**src/drive_aux_pkg.sv**
```systemverilog
// Constants, field layouts and carriers for the fieldbus auxiliary words,
// plus the rising-edge pulse cell that the word bank instantiates.
// Assumes one core clock; all drive-side inputs come from that domain.
//
// Overview of operation
// Command bits 0/1 restart and trigger logger
// Command bit 2 bypasses the ramp generator
// Bit 3 takes reference from I/O if fieldbus is control place
// Bit 4 brakes DC below zero-speed threshold
// Command bit 7 drives the mechanical brake
// Bit 9 clears shaft position and rounds
// Bit 12 gates inching from main word
// Bit 13 drives digital output one if selected
// Bit 14 drives relay one if selected
// Bit 15 drives relay two if selected
// Status bits 0/1: logger triggered, window fault
// Status bits 2/3: limits, voltage controller active
// Status bits 4-7: reverse, I/O, fan, brake
// Status bit 8 pulse, bit 9 charging level
// Status bits 10/11 torque, zero; rest reserved
// Fault bits 0-6, 8, 9 drive faults
// Fault bit 7: any motor overtemperature source
// Fault bits 10-15 communication and input faults
// Free command bits ignored, reserved read zero
// Flags follow conditions, refreshed each exchange

`timescale 1ns/1ns

package drive_aux_pkg;

  localparam int WORD_W = 16;

  // Command word bit positions
  localparam int CMD_LOG_RESTART = 0;
  localparam int CMD_LOG_TRIGGER = 1;
  localparam int CMD_RAMP_BYPASS = 2;
  localparam int CMD_REF_FROM_IO = 3;
  localparam int CMD_DC_BRAKE = 4;
  localparam int CMD_MECH_BRAKE = 7;
  localparam int CMD_POS_CLEAR = 9;
  localparam int CMD_INCH_EN = 12;
  localparam int CMD_DOUT_ONE = 13;
  localparam int CMD_RELAY_ONE = 14;
  localparam int CMD_RELAY_TWO = 15;

  // Main command word inching bits
  localparam int MAIN_INCH_FWD = 0;
  localparam int MAIN_INCH_REV = 1;

  // Values after reset
  localparam logic [15:0] CMD_RESET = 16'h0000;
  localparam logic [15:0] COND_RESET = 16'h0000;
  localparam logic [15:0] FAULT_RESET = 16'h0000;

  // Bits with a function in the command and condition words; free command bits stay stored only
  localparam logic [15:0] CMD_USED_MASK = 16'hf29f;
  localparam logic [15:0] COND_USED_MASK = 16'h0fff;

  // Output source selector: parameter 1161, bits 13..15
  localparam logic [15:0] SRC_PARAM_ID = 16'h0489;
  localparam logic [3:0] SRC_BIT_DOUT_ONE = 4'hd;
  localparam logic [3:0] SRC_BIT_RELAY_ONE = 4'he;
  localparam logic [3:0] SRC_BIT_RELAY_TWO = 4'hf;

  // Edge pulse channels
  localparam int EVT_N = 3;
  localparam int EVT_RESTART = 0;
  localparam int EVT_TRIGGER = 1;
  localparam int EVT_CHARGE = 2;

  typedef struct packed {
    logic [15:0] param_id;
    logic [3:0] bit_idx;
  } out_source_t;

  typedef struct packed {
    logic logger_triggered;
    logic speed_out_of_window;
    logic torque_limit;
    logic volt_ctrl;
    logic reverse;
    logic io_ctrl;
    logic fan_on;
    logic brake_lift;
    logic dc_charge_ok;
    logic torque_ctrl;
    logic zero_speed;
  } drive_cond_t;

  typedef struct packed {
    logic overcurrent;
    logic overvoltage;
    logic undervoltage;
    logic stall;
    logic earth;
    logic underload;
    logic unit_overtemp;
    logic motor_thermistor;
    logic motor_rtd;
    logic motor_model;
    logic input_phase_loss;
    logic brake_resistor;
    logic option_change;
    logic keypad_comm;
    logic fieldbus_comm;
    logic follower_comm;
    logic slot_comm;
    logic analogue_in;
  } fault_in_t;

  typedef struct packed {
    logic logger_restart;
    logic logger_trigger;
    logic ramp_bypass;
    logic ref_from_io;
    logic dc_brake_on;
    logic mech_brake;
    logic pos_clear;
    logic inch_fwd;
    logic inch_rev;
    logic dig_out_one;
    logic relay_out_one;
    logic relay_out_two;
  } ctrl_out_t;

endpackage

// One-cycle pulse on each rising edge of a same-clock level
module rise_pulse (
  // Clock and reset
  input wire logic core_clk,
  input wire logic reset,
  // Level in, pulse out
  input wire logic level,
  output logic pulse
);
  logic prev_ff;
  logic nxt_prev;

  always_comb begin
    nxt_prev = level;
  end

  always_ff @(posedge core_clk or posedge reset) begin
    if (reset) begin
      prev_ff <= 1'b0;
    end else begin
      prev_ff <= nxt_prev;
    end
  end

  assign pulse = level & ~prev_ff;
endmodule

```
**src/drive_fieldbus_aux_words.sv**
```systemverilog
// Auxiliary command, auxiliary condition and first fault process words
// exchanged with a fieldbus master, and the drive controls they steer.
// Assumes the fieldbus interface and drive logic share core_clk.

`timescale 1ns/1ns

module drive_fieldbus_aux_words
  import drive_aux_pkg::*;
(
  // Clock and reset
  input wire logic core_clk,
  input wire logic reset,
  // Fieldbus process data
  input wire logic pd_cmd_valid,
  input wire logic [15:0] pd_cmd_data,
  input wire logic pd_refresh,
  output logic [15:0] aux_command_word,
  output logic [15:0] aux_condition_word,
  output logic [15:0] first_fault_flags,
  // Drive context
  input wire logic [1:0] main_inch_req,
  input wire logic control_place_fieldbus,
  input wire logic [15:0] ramp_out_speed,
  input wire logic [15:0] zero_speed_threshold,
  input wire out_source_t first_output_source_param,
  input wire out_source_t second_output_source_param,
  input wire out_source_t third_output_source_param,
  input wire drive_cond_t drive_cond,
  input wire fault_in_t fault_in,
  // Drive controls
  output ctrl_out_t ctrl
);

  // Selector points at this word's bit
  function automatic logic src_match(input out_source_t s,
                                     input logic [3:0] idx);
    src_match = (s.param_id == SRC_PARAM_ID) && (s.bit_idx == idx);
  endfunction

  // Command word
  logic [15:0] cmd_ff;
  logic [15:0] nxt_cmd;
  logic [15:0] cmd_eff;

  always_comb begin
    nxt_cmd = cmd_ff;
    if (pd_cmd_valid) begin
      nxt_cmd = pd_cmd_data;
    end
  end

  always_ff @(posedge core_clk or posedge reset) begin
    if (reset) begin
      cmd_ff <= CMD_RESET;
    end else begin
      cmd_ff <= nxt_cmd;
    end
  end

  // Free bits are kept for readback but steer nothing
  assign cmd_eff = cmd_ff & CMD_USED_MASK;
  assign aux_command_word = cmd_ff;

  // Edge pulses: logger restart, logger trigger, charging done
  logic [EVT_N-1:0] evt_level;
  logic [EVT_N-1:0] evt_pulse;

  assign evt_level[EVT_RESTART] = cmd_eff[CMD_LOG_RESTART];
  assign evt_level[EVT_TRIGGER] = cmd_eff[CMD_LOG_TRIGGER];
  assign evt_level[EVT_CHARGE] = drive_cond.dc_charge_ok;

  genvar gi;
  generate
    for (gi = 0; gi < EVT_N; gi++) begin : g_evt
      rise_pulse u_rise (
        .core_clk(core_clk),
        .reset(reset),
        .level(evt_level[gi]),
        .pulse(evt_pulse[gi])
      );
    end
  endgenerate

  // Charging-done pulse held until a refresh in a later cycle carries it out
  logic charge_pend_ff;
  logic nxt_charge_pend;

  always_comb begin
    nxt_charge_pend = charge_pend_ff;
    if (pd_refresh) begin
      nxt_charge_pend = 1'b0;
    end
    if (evt_pulse[EVT_CHARGE]) begin
      nxt_charge_pend = 1'b1;
    end
  end

  always_ff @(posedge core_clk or posedge reset) begin
    if (reset) begin
      charge_pend_ff <= 1'b0;
    end else begin
      charge_pend_ff <= nxt_charge_pend;
    end
  end

  // Condition and fault words, sampled on each refresh
  logic [15:0] cond_ff;
  logic [15:0] nxt_cond;
  logic [15:0] cond_live;
  logic [15:0] fault_ff;
  logic [15:0] nxt_fault;
  logic [15:0] fault_live;

  always_comb begin
    cond_live = COND_RESET;
    cond_live[0] = drive_cond.logger_triggered;
    cond_live[1] = drive_cond.speed_out_of_window;
    cond_live[2] = drive_cond.torque_limit;
    cond_live[3] = drive_cond.volt_ctrl;
    cond_live[4] = drive_cond.reverse;
    cond_live[5] = drive_cond.io_ctrl;
    cond_live[6] = drive_cond.fan_on;
    cond_live[7] = drive_cond.brake_lift;
    cond_live[8] = charge_pend_ff | evt_pulse[EVT_CHARGE];
    cond_live[9] = drive_cond.dc_charge_ok;
    cond_live[10] = drive_cond.torque_ctrl;
    cond_live[11] = drive_cond.zero_speed;
    cond_live = cond_live & COND_USED_MASK;
  end

  always_comb begin
    fault_live = FAULT_RESET;
    fault_live[0] = fault_in.overcurrent;
    fault_live[1] = fault_in.overvoltage;
    fault_live[2] = fault_in.undervoltage;
    fault_live[3] = fault_in.stall;
    fault_live[4] = fault_in.earth;
    fault_live[5] = fault_in.underload;
    fault_live[6] = fault_in.unit_overtemp;
    fault_live[7] = fault_in.motor_thermistor | fault_in.motor_rtd |
                    fault_in.motor_model;
    fault_live[8] = fault_in.input_phase_loss;
    fault_live[9] = fault_in.brake_resistor;
    fault_live[10] = fault_in.option_change;
    fault_live[11] = fault_in.keypad_comm;
    fault_live[12] = fault_in.fieldbus_comm;
    fault_live[13] = fault_in.follower_comm;
    fault_live[14] = fault_in.slot_comm;
    fault_live[15] = fault_in.analogue_in;
  end

  always_comb begin
    nxt_cond = cond_ff;
    nxt_fault = fault_ff;
    if (pd_refresh) begin
      nxt_cond = cond_live;
      nxt_fault = fault_live;
    end
  end

  always_ff @(posedge core_clk or posedge reset) begin
    if (reset) begin
      cond_ff <= COND_RESET;
      fault_ff <= FAULT_RESET;
    end else begin
      cond_ff <= nxt_cond;
      fault_ff <= nxt_fault;
    end
  end

  assign aux_condition_word = cond_ff;
  assign first_fault_flags = fault_ff;

  // Drive controls, registered
  ctrl_out_t ctrl_ff;
  ctrl_out_t nxt_ctrl;

  always_comb begin
    nxt_ctrl = '0;
    nxt_ctrl.logger_restart = evt_pulse[EVT_RESTART];
    nxt_ctrl.logger_trigger = evt_pulse[EVT_TRIGGER];
    nxt_ctrl.ramp_bypass = cmd_eff[CMD_RAMP_BYPASS];
    nxt_ctrl.ref_from_io = cmd_eff[CMD_REF_FROM_IO] &
                           control_place_fieldbus;
    nxt_ctrl.dc_brake_on = cmd_eff[CMD_DC_BRAKE] &
                           (ramp_out_speed < zero_speed_threshold);
    nxt_ctrl.mech_brake = cmd_eff[CMD_MECH_BRAKE];
    nxt_ctrl.pos_clear = cmd_eff[CMD_POS_CLEAR];
    nxt_ctrl.inch_fwd = cmd_eff[CMD_INCH_EN] &
                        main_inch_req[MAIN_INCH_FWD];
    nxt_ctrl.inch_rev = cmd_eff[CMD_INCH_EN] &
                        main_inch_req[MAIN_INCH_REV];
    nxt_ctrl.dig_out_one = cmd_eff[CMD_DOUT_ONE] &
      src_match(first_output_source_param, SRC_BIT_DOUT_ONE);
    nxt_ctrl.relay_out_one = cmd_eff[CMD_RELAY_ONE] &
      src_match(second_output_source_param, SRC_BIT_RELAY_ONE);
    nxt_ctrl.relay_out_two = cmd_eff[CMD_RELAY_TWO] &
      src_match(third_output_source_param, SRC_BIT_RELAY_TWO);
  end

  always_ff @(posedge core_clk or posedge reset) begin
    if (reset) begin
      ctrl_ff <= '0;
    end else begin
      ctrl_ff <= nxt_ctrl;
    end
  end

  assign ctrl = ctrl_ff;

  // Checks
  AST_LOG_RESTART: assert property (@(posedge core_clk)
    disable iff (reset)
    pd_cmd_valid && pd_cmd_data[CMD_LOG_RESTART] && !cmd_ff[CMD_LOG_RESTART]
    |-> ##2 ctrl.logger_restart ##1 !ctrl.logger_restart)
    else $error("logger restart pulse wrong");

  AST_RAMP_BYPASS: assert property (@(posedge core_clk)
    disable iff (reset)
    ##1 ctrl.ramp_bypass == $past(cmd_ff[CMD_RAMP_BYPASS]))
    else $error("ramp bypass not following command");

  AST_REF_IO: assert property (@(posedge core_clk)
    disable iff (reset)
    pd_cmd_valid && pd_cmd_data[CMD_REF_FROM_IO] ##1
    (control_place_fieldbus && !pd_cmd_valid) |=> ctrl.ref_from_io)
    else $error("reference source not switched to local I/O");

  AST_DC_BRAKE: assert property (@(posedge core_clk)
    disable iff (reset)
    ramp_out_speed >= zero_speed_threshold |=> !ctrl.dc_brake_on)
    else $error("DC brake above zero-speed threshold");

  AST_MECH_BRAKE: assert property (@(posedge core_clk)
    disable iff (reset)
    pd_cmd_valid |-> ##2 ctrl.mech_brake ==
    $past(pd_cmd_data[CMD_MECH_BRAKE], 2))
    else $error("brake control not following command");

  AST_POS_CLEAR: assert property (@(posedge core_clk)
    disable iff (reset)
    pd_cmd_valid && pd_cmd_data[CMD_POS_CLEAR] |-> ##2 ctrl.pos_clear)
    else $error("position clear missing");

  AST_POS_RELEASE: assert property (@(posedge core_clk)
    disable iff (reset)
    !cmd_ff[CMD_POS_CLEAR] |=> !ctrl.pos_clear)
    else $error("position clear held without command bit");

  AST_INCH: assert property (@(posedge core_clk)
    disable iff (reset)
    !cmd_ff[CMD_INCH_EN] |=> !ctrl.inch_fwd && !ctrl.inch_rev)
    else $error("inching while disabled");

  AST_INCH_ON: assert property (@(posedge core_clk)
    disable iff (reset)
    cmd_ff[CMD_INCH_EN] && main_inch_req == 2'b01
    |=> ctrl.inch_fwd && !ctrl.inch_rev)
    else $error("forward inching not passed through");

  AST_DOUT: assert property (@(posedge core_clk)
    disable iff (reset)
    first_output_source_param.bit_idx != SRC_BIT_DOUT_ONE
    |=> !ctrl.dig_out_one)
    else $error("digital output driven without selection");

  AST_DOUT_ON: assert property (@(posedge core_clk)
    disable iff (reset)
    cmd_ff[CMD_DOUT_ONE] &&
    first_output_source_param.param_id == SRC_PARAM_ID &&
    first_output_source_param.bit_idx == SRC_BIT_DOUT_ONE
    |=> ctrl.dig_out_one)
    else $error("selected digital output not driven");

  AST_RELAYS: assert property (@(posedge core_clk)
    disable iff (reset)
    !cmd_ff[CMD_RELAY_ONE] && !cmd_ff[CMD_RELAY_TWO]
    |=> !ctrl.relay_out_one && !ctrl.relay_out_two)
    else $error("relay driven without command bit");

  AST_CHARGE_PULSE: assert property (@(posedge core_clk)
    disable iff (reset)
    $rose(drive_cond.dc_charge_ok) ##1 pd_refresh
    |=> aux_condition_word[8])
    else $error("charging pulse lost before refresh");

  AST_COND_CAPTURE: assert property (@(posedge core_clk)
    disable iff (reset)
    pd_refresh |=> aux_condition_word[4] == $past(drive_cond.reverse) &&
    aux_condition_word[9] == $past(drive_cond.dc_charge_ok))
    else $error("condition word not sampled at refresh");

  AST_RESERVED: assert property (@(posedge core_clk)
    disable iff (reset)
    aux_condition_word[15:12] == 4'h0)
    else $error("reserved status bits set");

  AST_FAULT_CAPTURE: assert property (@(posedge core_clk)
    disable iff (reset)
    pd_refresh |=> first_fault_flags[4] == $past(fault_in.earth) &&
    first_fault_flags[12] == $past(fault_in.fieldbus_comm))
    else $error("fault word not sampled at refresh");

  AST_MOTOR_TEMP: assert property (@(posedge core_clk)
    disable iff (reset)
    pd_refresh && fault_in.motor_rtd |=> first_fault_flags[7])
    else $error("motor overtemperature not flagged");

  AST_FAULT_HOLD: assert property (@(posedge core_clk)
    disable iff (reset)
    !pd_refresh |=> $stable(first_fault_flags) &&
    $stable(aux_condition_word))
    else $error("words changed without refresh");

endmodule

```
**config.mk**
```make
export PLATFORM = sky130hd
export DESIGN_NAME = drive_fieldbus_aux_words
export DESIGN_NICKNAME = d
export VERILOG_FILES = /design/src/drive_aux_pkg.sv /design/src/drive_fieldbus_aux_words.sv
export SDC_FILE = /design/constraint.sdc
export NUM_CORES = 1
export LEC_CHECK = 0
export BUFFER_PORTS_ARGS = -buffer_cell sky130_fd_sc_hd__clkbuf_2
export CAP_MARGIN = 15
export CORE_ASPECT_RATIO = 0.6
export CORE_UTILIZATION = 43
export DETAILED_ROUTE_END_ITERATION = 8
export PLACE_DENSITY_LB_ADDON = 0.12
export SLEW_MARGIN = 40
export SYNTH_ARGS = -nofsm -noshare
export SYNTH_HDL_FRONTEND = slang
export SYNTH_SLANG_ARGS = --single-unit
export TNS_END_PERCENT = 100
```
**constraint.sdc**
```tcl
create_clock -name core_clk -period 3.03 [get_ports core_clk]
set_input_delay 0.606 -clock core_clk [delete_from_list [all_inputs] [get_ports core_clk]]
set_output_delay 0.606 -clock core_clk [all_outputs]
set_load 0.01 [all_outputs]
```
Yosys cells after proc, flatten, opt, wreduce, memory -nomap -nowiden
Index checks and enable logic that the tools add are counted.
{"block": "word_totals", "in_bits": 144, "output_inout_bits": 60, "elab_cells": 48, "regBits": 60}
{"block": "classes", "eq_ne": 6, "n_lt_le_gt_ge": 1, "bitwise": 16, "mux": 2, "reduce_logical": 4}
{"cell": "$eq A16 B11 Y1 const B", "count": 3}
{"cell": "$lt A16 B16 Y1", "count": 1}
{"cell": "$eq A4 B4 Y1 const B", "count": 3}
{"cell": "$and A1 B1 Y1", "count": 10}
{"cell": "$logic_and A1 B1 Y1", "count": 3}
{"cell": "$not A1 Y1", "count": 3}
{"cell": "$or A1 B1 Y1", "count": 3}
{"cell": "$mux W1", "count": 2}
{"cell": "$reduce_bool A2 Y1", "count": 1}

Depth between registers and ports, before layout
{"block": "depth", "ltp_word": 3, "ltp_mapped": 6, "mapped_depth_nobuf": 6}

Hierarchy
A second synthesis with hierarchy kept.
{"block": "unflattened", "cells_unflattened": 209, "hier_area_um2": 2717.6}
{"mod": "drive_fieldbus_aux_words", "area_each_um2": 2590.0, "n_inst": 1, "cells_each": 200, "seq_area_each_um2": 1426.4}
{"mod": "rise_pulse", "area_each_um2": 42.5, "n_inst": 3, "cells_each": 3, "seq_area_each_um2": 25.0}

Worst setup path after synthesis
No wires, ideal clock.
{"block": "synth_timing", "kind": "input -> register", "from": "in zero_speed_threshold[7]", "to": "reg ctrl_ff, in the netlist ctrl[7]", "path_slack_ns": 1.202, "arrival_ns": 1.707, "stages": 6, "setup_time_ns": 0.122, "n_path_buf": 0, "t_required_ns": 2.908, "cell_sequence": "inv_1 > ha_1 > and4_1 > o21ai_1 > or4_1 > o2111a_1"}
{"element": "start, declared", "line": "drive_fieldbus_aux_words.sv:24", "source": "input wire logic [15:0] zero_speed_threshold,"}
{"element": "end signal, assigned", "line": "drive_fieldbus_aux_words.sv:205", "source": "ctrl_ff <= nxt_ctrl;"}
{"element": "end, declared", "line": "drive_fieldbus_aux_words.sv:175", "source": "ctrl_out_t ctrl_ff;"}

==> results.ini <==
[outcome]
outcome=finished, final reports clean

[global_route]
grt_pass1_vias=2285
antenna_found_initial=0
grt_pass1_wl_um=10400
grtUsageTotal_pct=20.6
grt_max_degree=33
grt_overflow_total=0

[timing]
rsz0062_at_grt=false
skew_ns=0.00581
slew-limit-headroom_pct=53.5
maxSlewViolCount=0
hold_viol=0
finalCriticalPeriod_ns=1.68
fin_crit_sh_pct=55.4
setup_viol=0
worstMarginPinSlew_ns=0.697
fmax_mhz=595
setup_tns_ns=0

[clock_network]
cts_tree=built
cts_max_path_buffers=2
cts.clk_slew.worst_paths_ns=0.06
root_buffer=clkbuf_8
cts_resized=0
cts_setup_buffers=0
clk_latency_ns=0.32
cts-buffers-inserted=9
hold_buffers=0
cts_sinks=60
htree_levels=3

[cells_and_area]
register_area_um2=1500
fill_cells=484
final_net_count=568
multiInputGateArea_um2=1050
area_delta_synth_final_pct=45.7
antennaDiodeCount=0
drive_gt1_share_pct=62.6
final_core_util_pct=67.7

[power_and_ir_drop]
vdd_drop_max_uv=276
pwr-share-comb_pct=17.7
clock_power_share_pct=35.9
power.leakage_nw=2.13
seqPwrFrac_pct=46.4
power.share.switching_pct=24.6
power.density_nw_per_um2=502
p_int_mw=1.49
switchingPower_uw=485

[place]
hpwl_um=5410
gp_congestion=0.759
port_buffers=199

[floorplanning]
core.rowCount=21
die_w_um=104
ios=204
die_area_um2=6610
die_h_um=63.4
start_util_pct=46.5
core_area_um2=5810

[route]
drt_iter0_markers=64
antenna_left=0
drt_wl_total_um=6500
avgViaCountPerCell=4.61
num_vias=2279
first_pass_iters=4
wl_per_cell_um=13.2
post-route-drc-count=0

[logic_synthesis]
synth_edf_count=0
synthFlopType=dfrtp_1
yosys.cell_types.count=28
ys_ff_latch=60
synth_area_um2=2700
yosysTopAreaCellShare_pct=55.6
yosysSeqAreaShare_pct=55.6
synth_most_common_cell=dfrtp_1
yosys.area.top_type=dfrtp_1
syn_inst=208
synth_area_leaders=dfrtp_1 (56%), mux2_2 (18%), ha_1 (7.0%)
ys_warn_count=0
async_reset_ff_share_pct=100
synth.avg_cell_area_um2=13.0
synth_common_cells=dfrtp_1 (60), mux2_2 (42), inv_1 (18)

[setup_path]
crit_path_end_kind=flop
critical_path_class=in -> reg
critical_path_required_ns=3.24
start_kind=input pin
critPathMaxFanout=3
arrival_ns=1.89

[min_path]
min_path_type=in -> async

[run]
max_cap_violations=0

==> per-stage QoR <==
stage	instances	hold slack [ns]	total power [mW]	cell area [um^2]	worst slack, ns
after floorplan	211	0.371	1.10	2710	0.939
after global placement	478	0.382	1.27	3730	1.07
after detailed placement	478	0.387	1.28	3730	1.03
after CTS	494	0.321	2.00	3930	1.38
after global routing	494	0.352	2.08	3930	1.30
final	494	0.331	1.97	3930	1.35
==> state kept, by name, indices dropped and copies added (netlist names) <==
name / flops
aux_command_word: 16
first_fault_flags: 16
aux_condition_word: 12
ctrl: 12
g_evt.u_rise.prev_ff: 3
charge_pend_ff: 1
==> per-layer routing <==
layer  global-route usage, %  wire [um]
met5                       0          0
met4                    8.21         91
met3                    8.49        534
met2                    33.3       3050
met1                    24.6       2830
==> power by group through the flow <==
stage          Sequential, mW  Combinational (mW)  Clock, mW
3_3_place_gp            0.926               0.348          0
3_5_place_dp            0.931               0.354          0
6_report                0.915               0.350      0.709
2_1_floorplan           0.955               0.146          0
4_1_cts                 0.916               0.356      0.728
5_1_grt                 0.926               0.386      0.765
==> cells by family after synthesis <==
logic type | Yosys count | synth area share [%]
compound gates | 17 | 3.75
fa+ha+maj | 15 | 6.95
buf+inv | 32 | 5.93
flops | 60 | 55.6
mux | 42 | 17.5
other cells | 1 | 0.139
simple gates | 41 | 10.1
==> area by class of cell <==
cell class                 count  area share (%)
clock buffer                  12            3.95
clock inverter                 4            1.21
inverter                      18            1.72
multi-input combinational    119            26.7
sequential                    60            38.2
tap                           80            2.55
timing repair buffer         201            25.7
==> final timing paths <==
check	start	end	slack (ns)	depth (start not counted)
hold / removal	reset	ctrl[6]$_DFF_PP0_	0.33	3
max in group asynchronous	reset	first_fault_flags[4]$_DFFE_PP0P_	2.39	3
min in group core_clk	g_evt[0].u_rise.prev_ff$_DFF_PP0_	ctrl[11]$_DFF_PP0_	0.39	1
hold reg to reg	g_evt[0].u_rise.prev_ff$_DFF_PP0_	ctrl[11]$_DFF_PP0_	0.39	1
setup reg to reg	aux_command_word[15]$_DFFE_PP0P_	ctrl[0]$_DFF_PP0_	2.08	3
setup / recovery	zero_speed_threshold[11]	ctrl[7]$_DFF_PP0_	1.35	7
==> critical path: stages <==
cell and delay, ns:
clkbuf_2 0.08, inv_1 0.04, ha_1 0.30, and4_1 0.25, o31ai_1 0.08, or4_1 0.41, o2111a_1 0.14
==> placed cells by master (no fill, tap or decap), types with 5 or more instances in the layout <==
master,Yosys,routed
a21oi_1,9,9
clkbuf_2,0,199
clkbuf_8,0,11
dfrtp_1,60,60
ha_1,15,15
inv_1,18,17
mux2_2,42,42
nand4_1,5,5
nor2_1,6,6
Power figures use the tool's default switching activity.
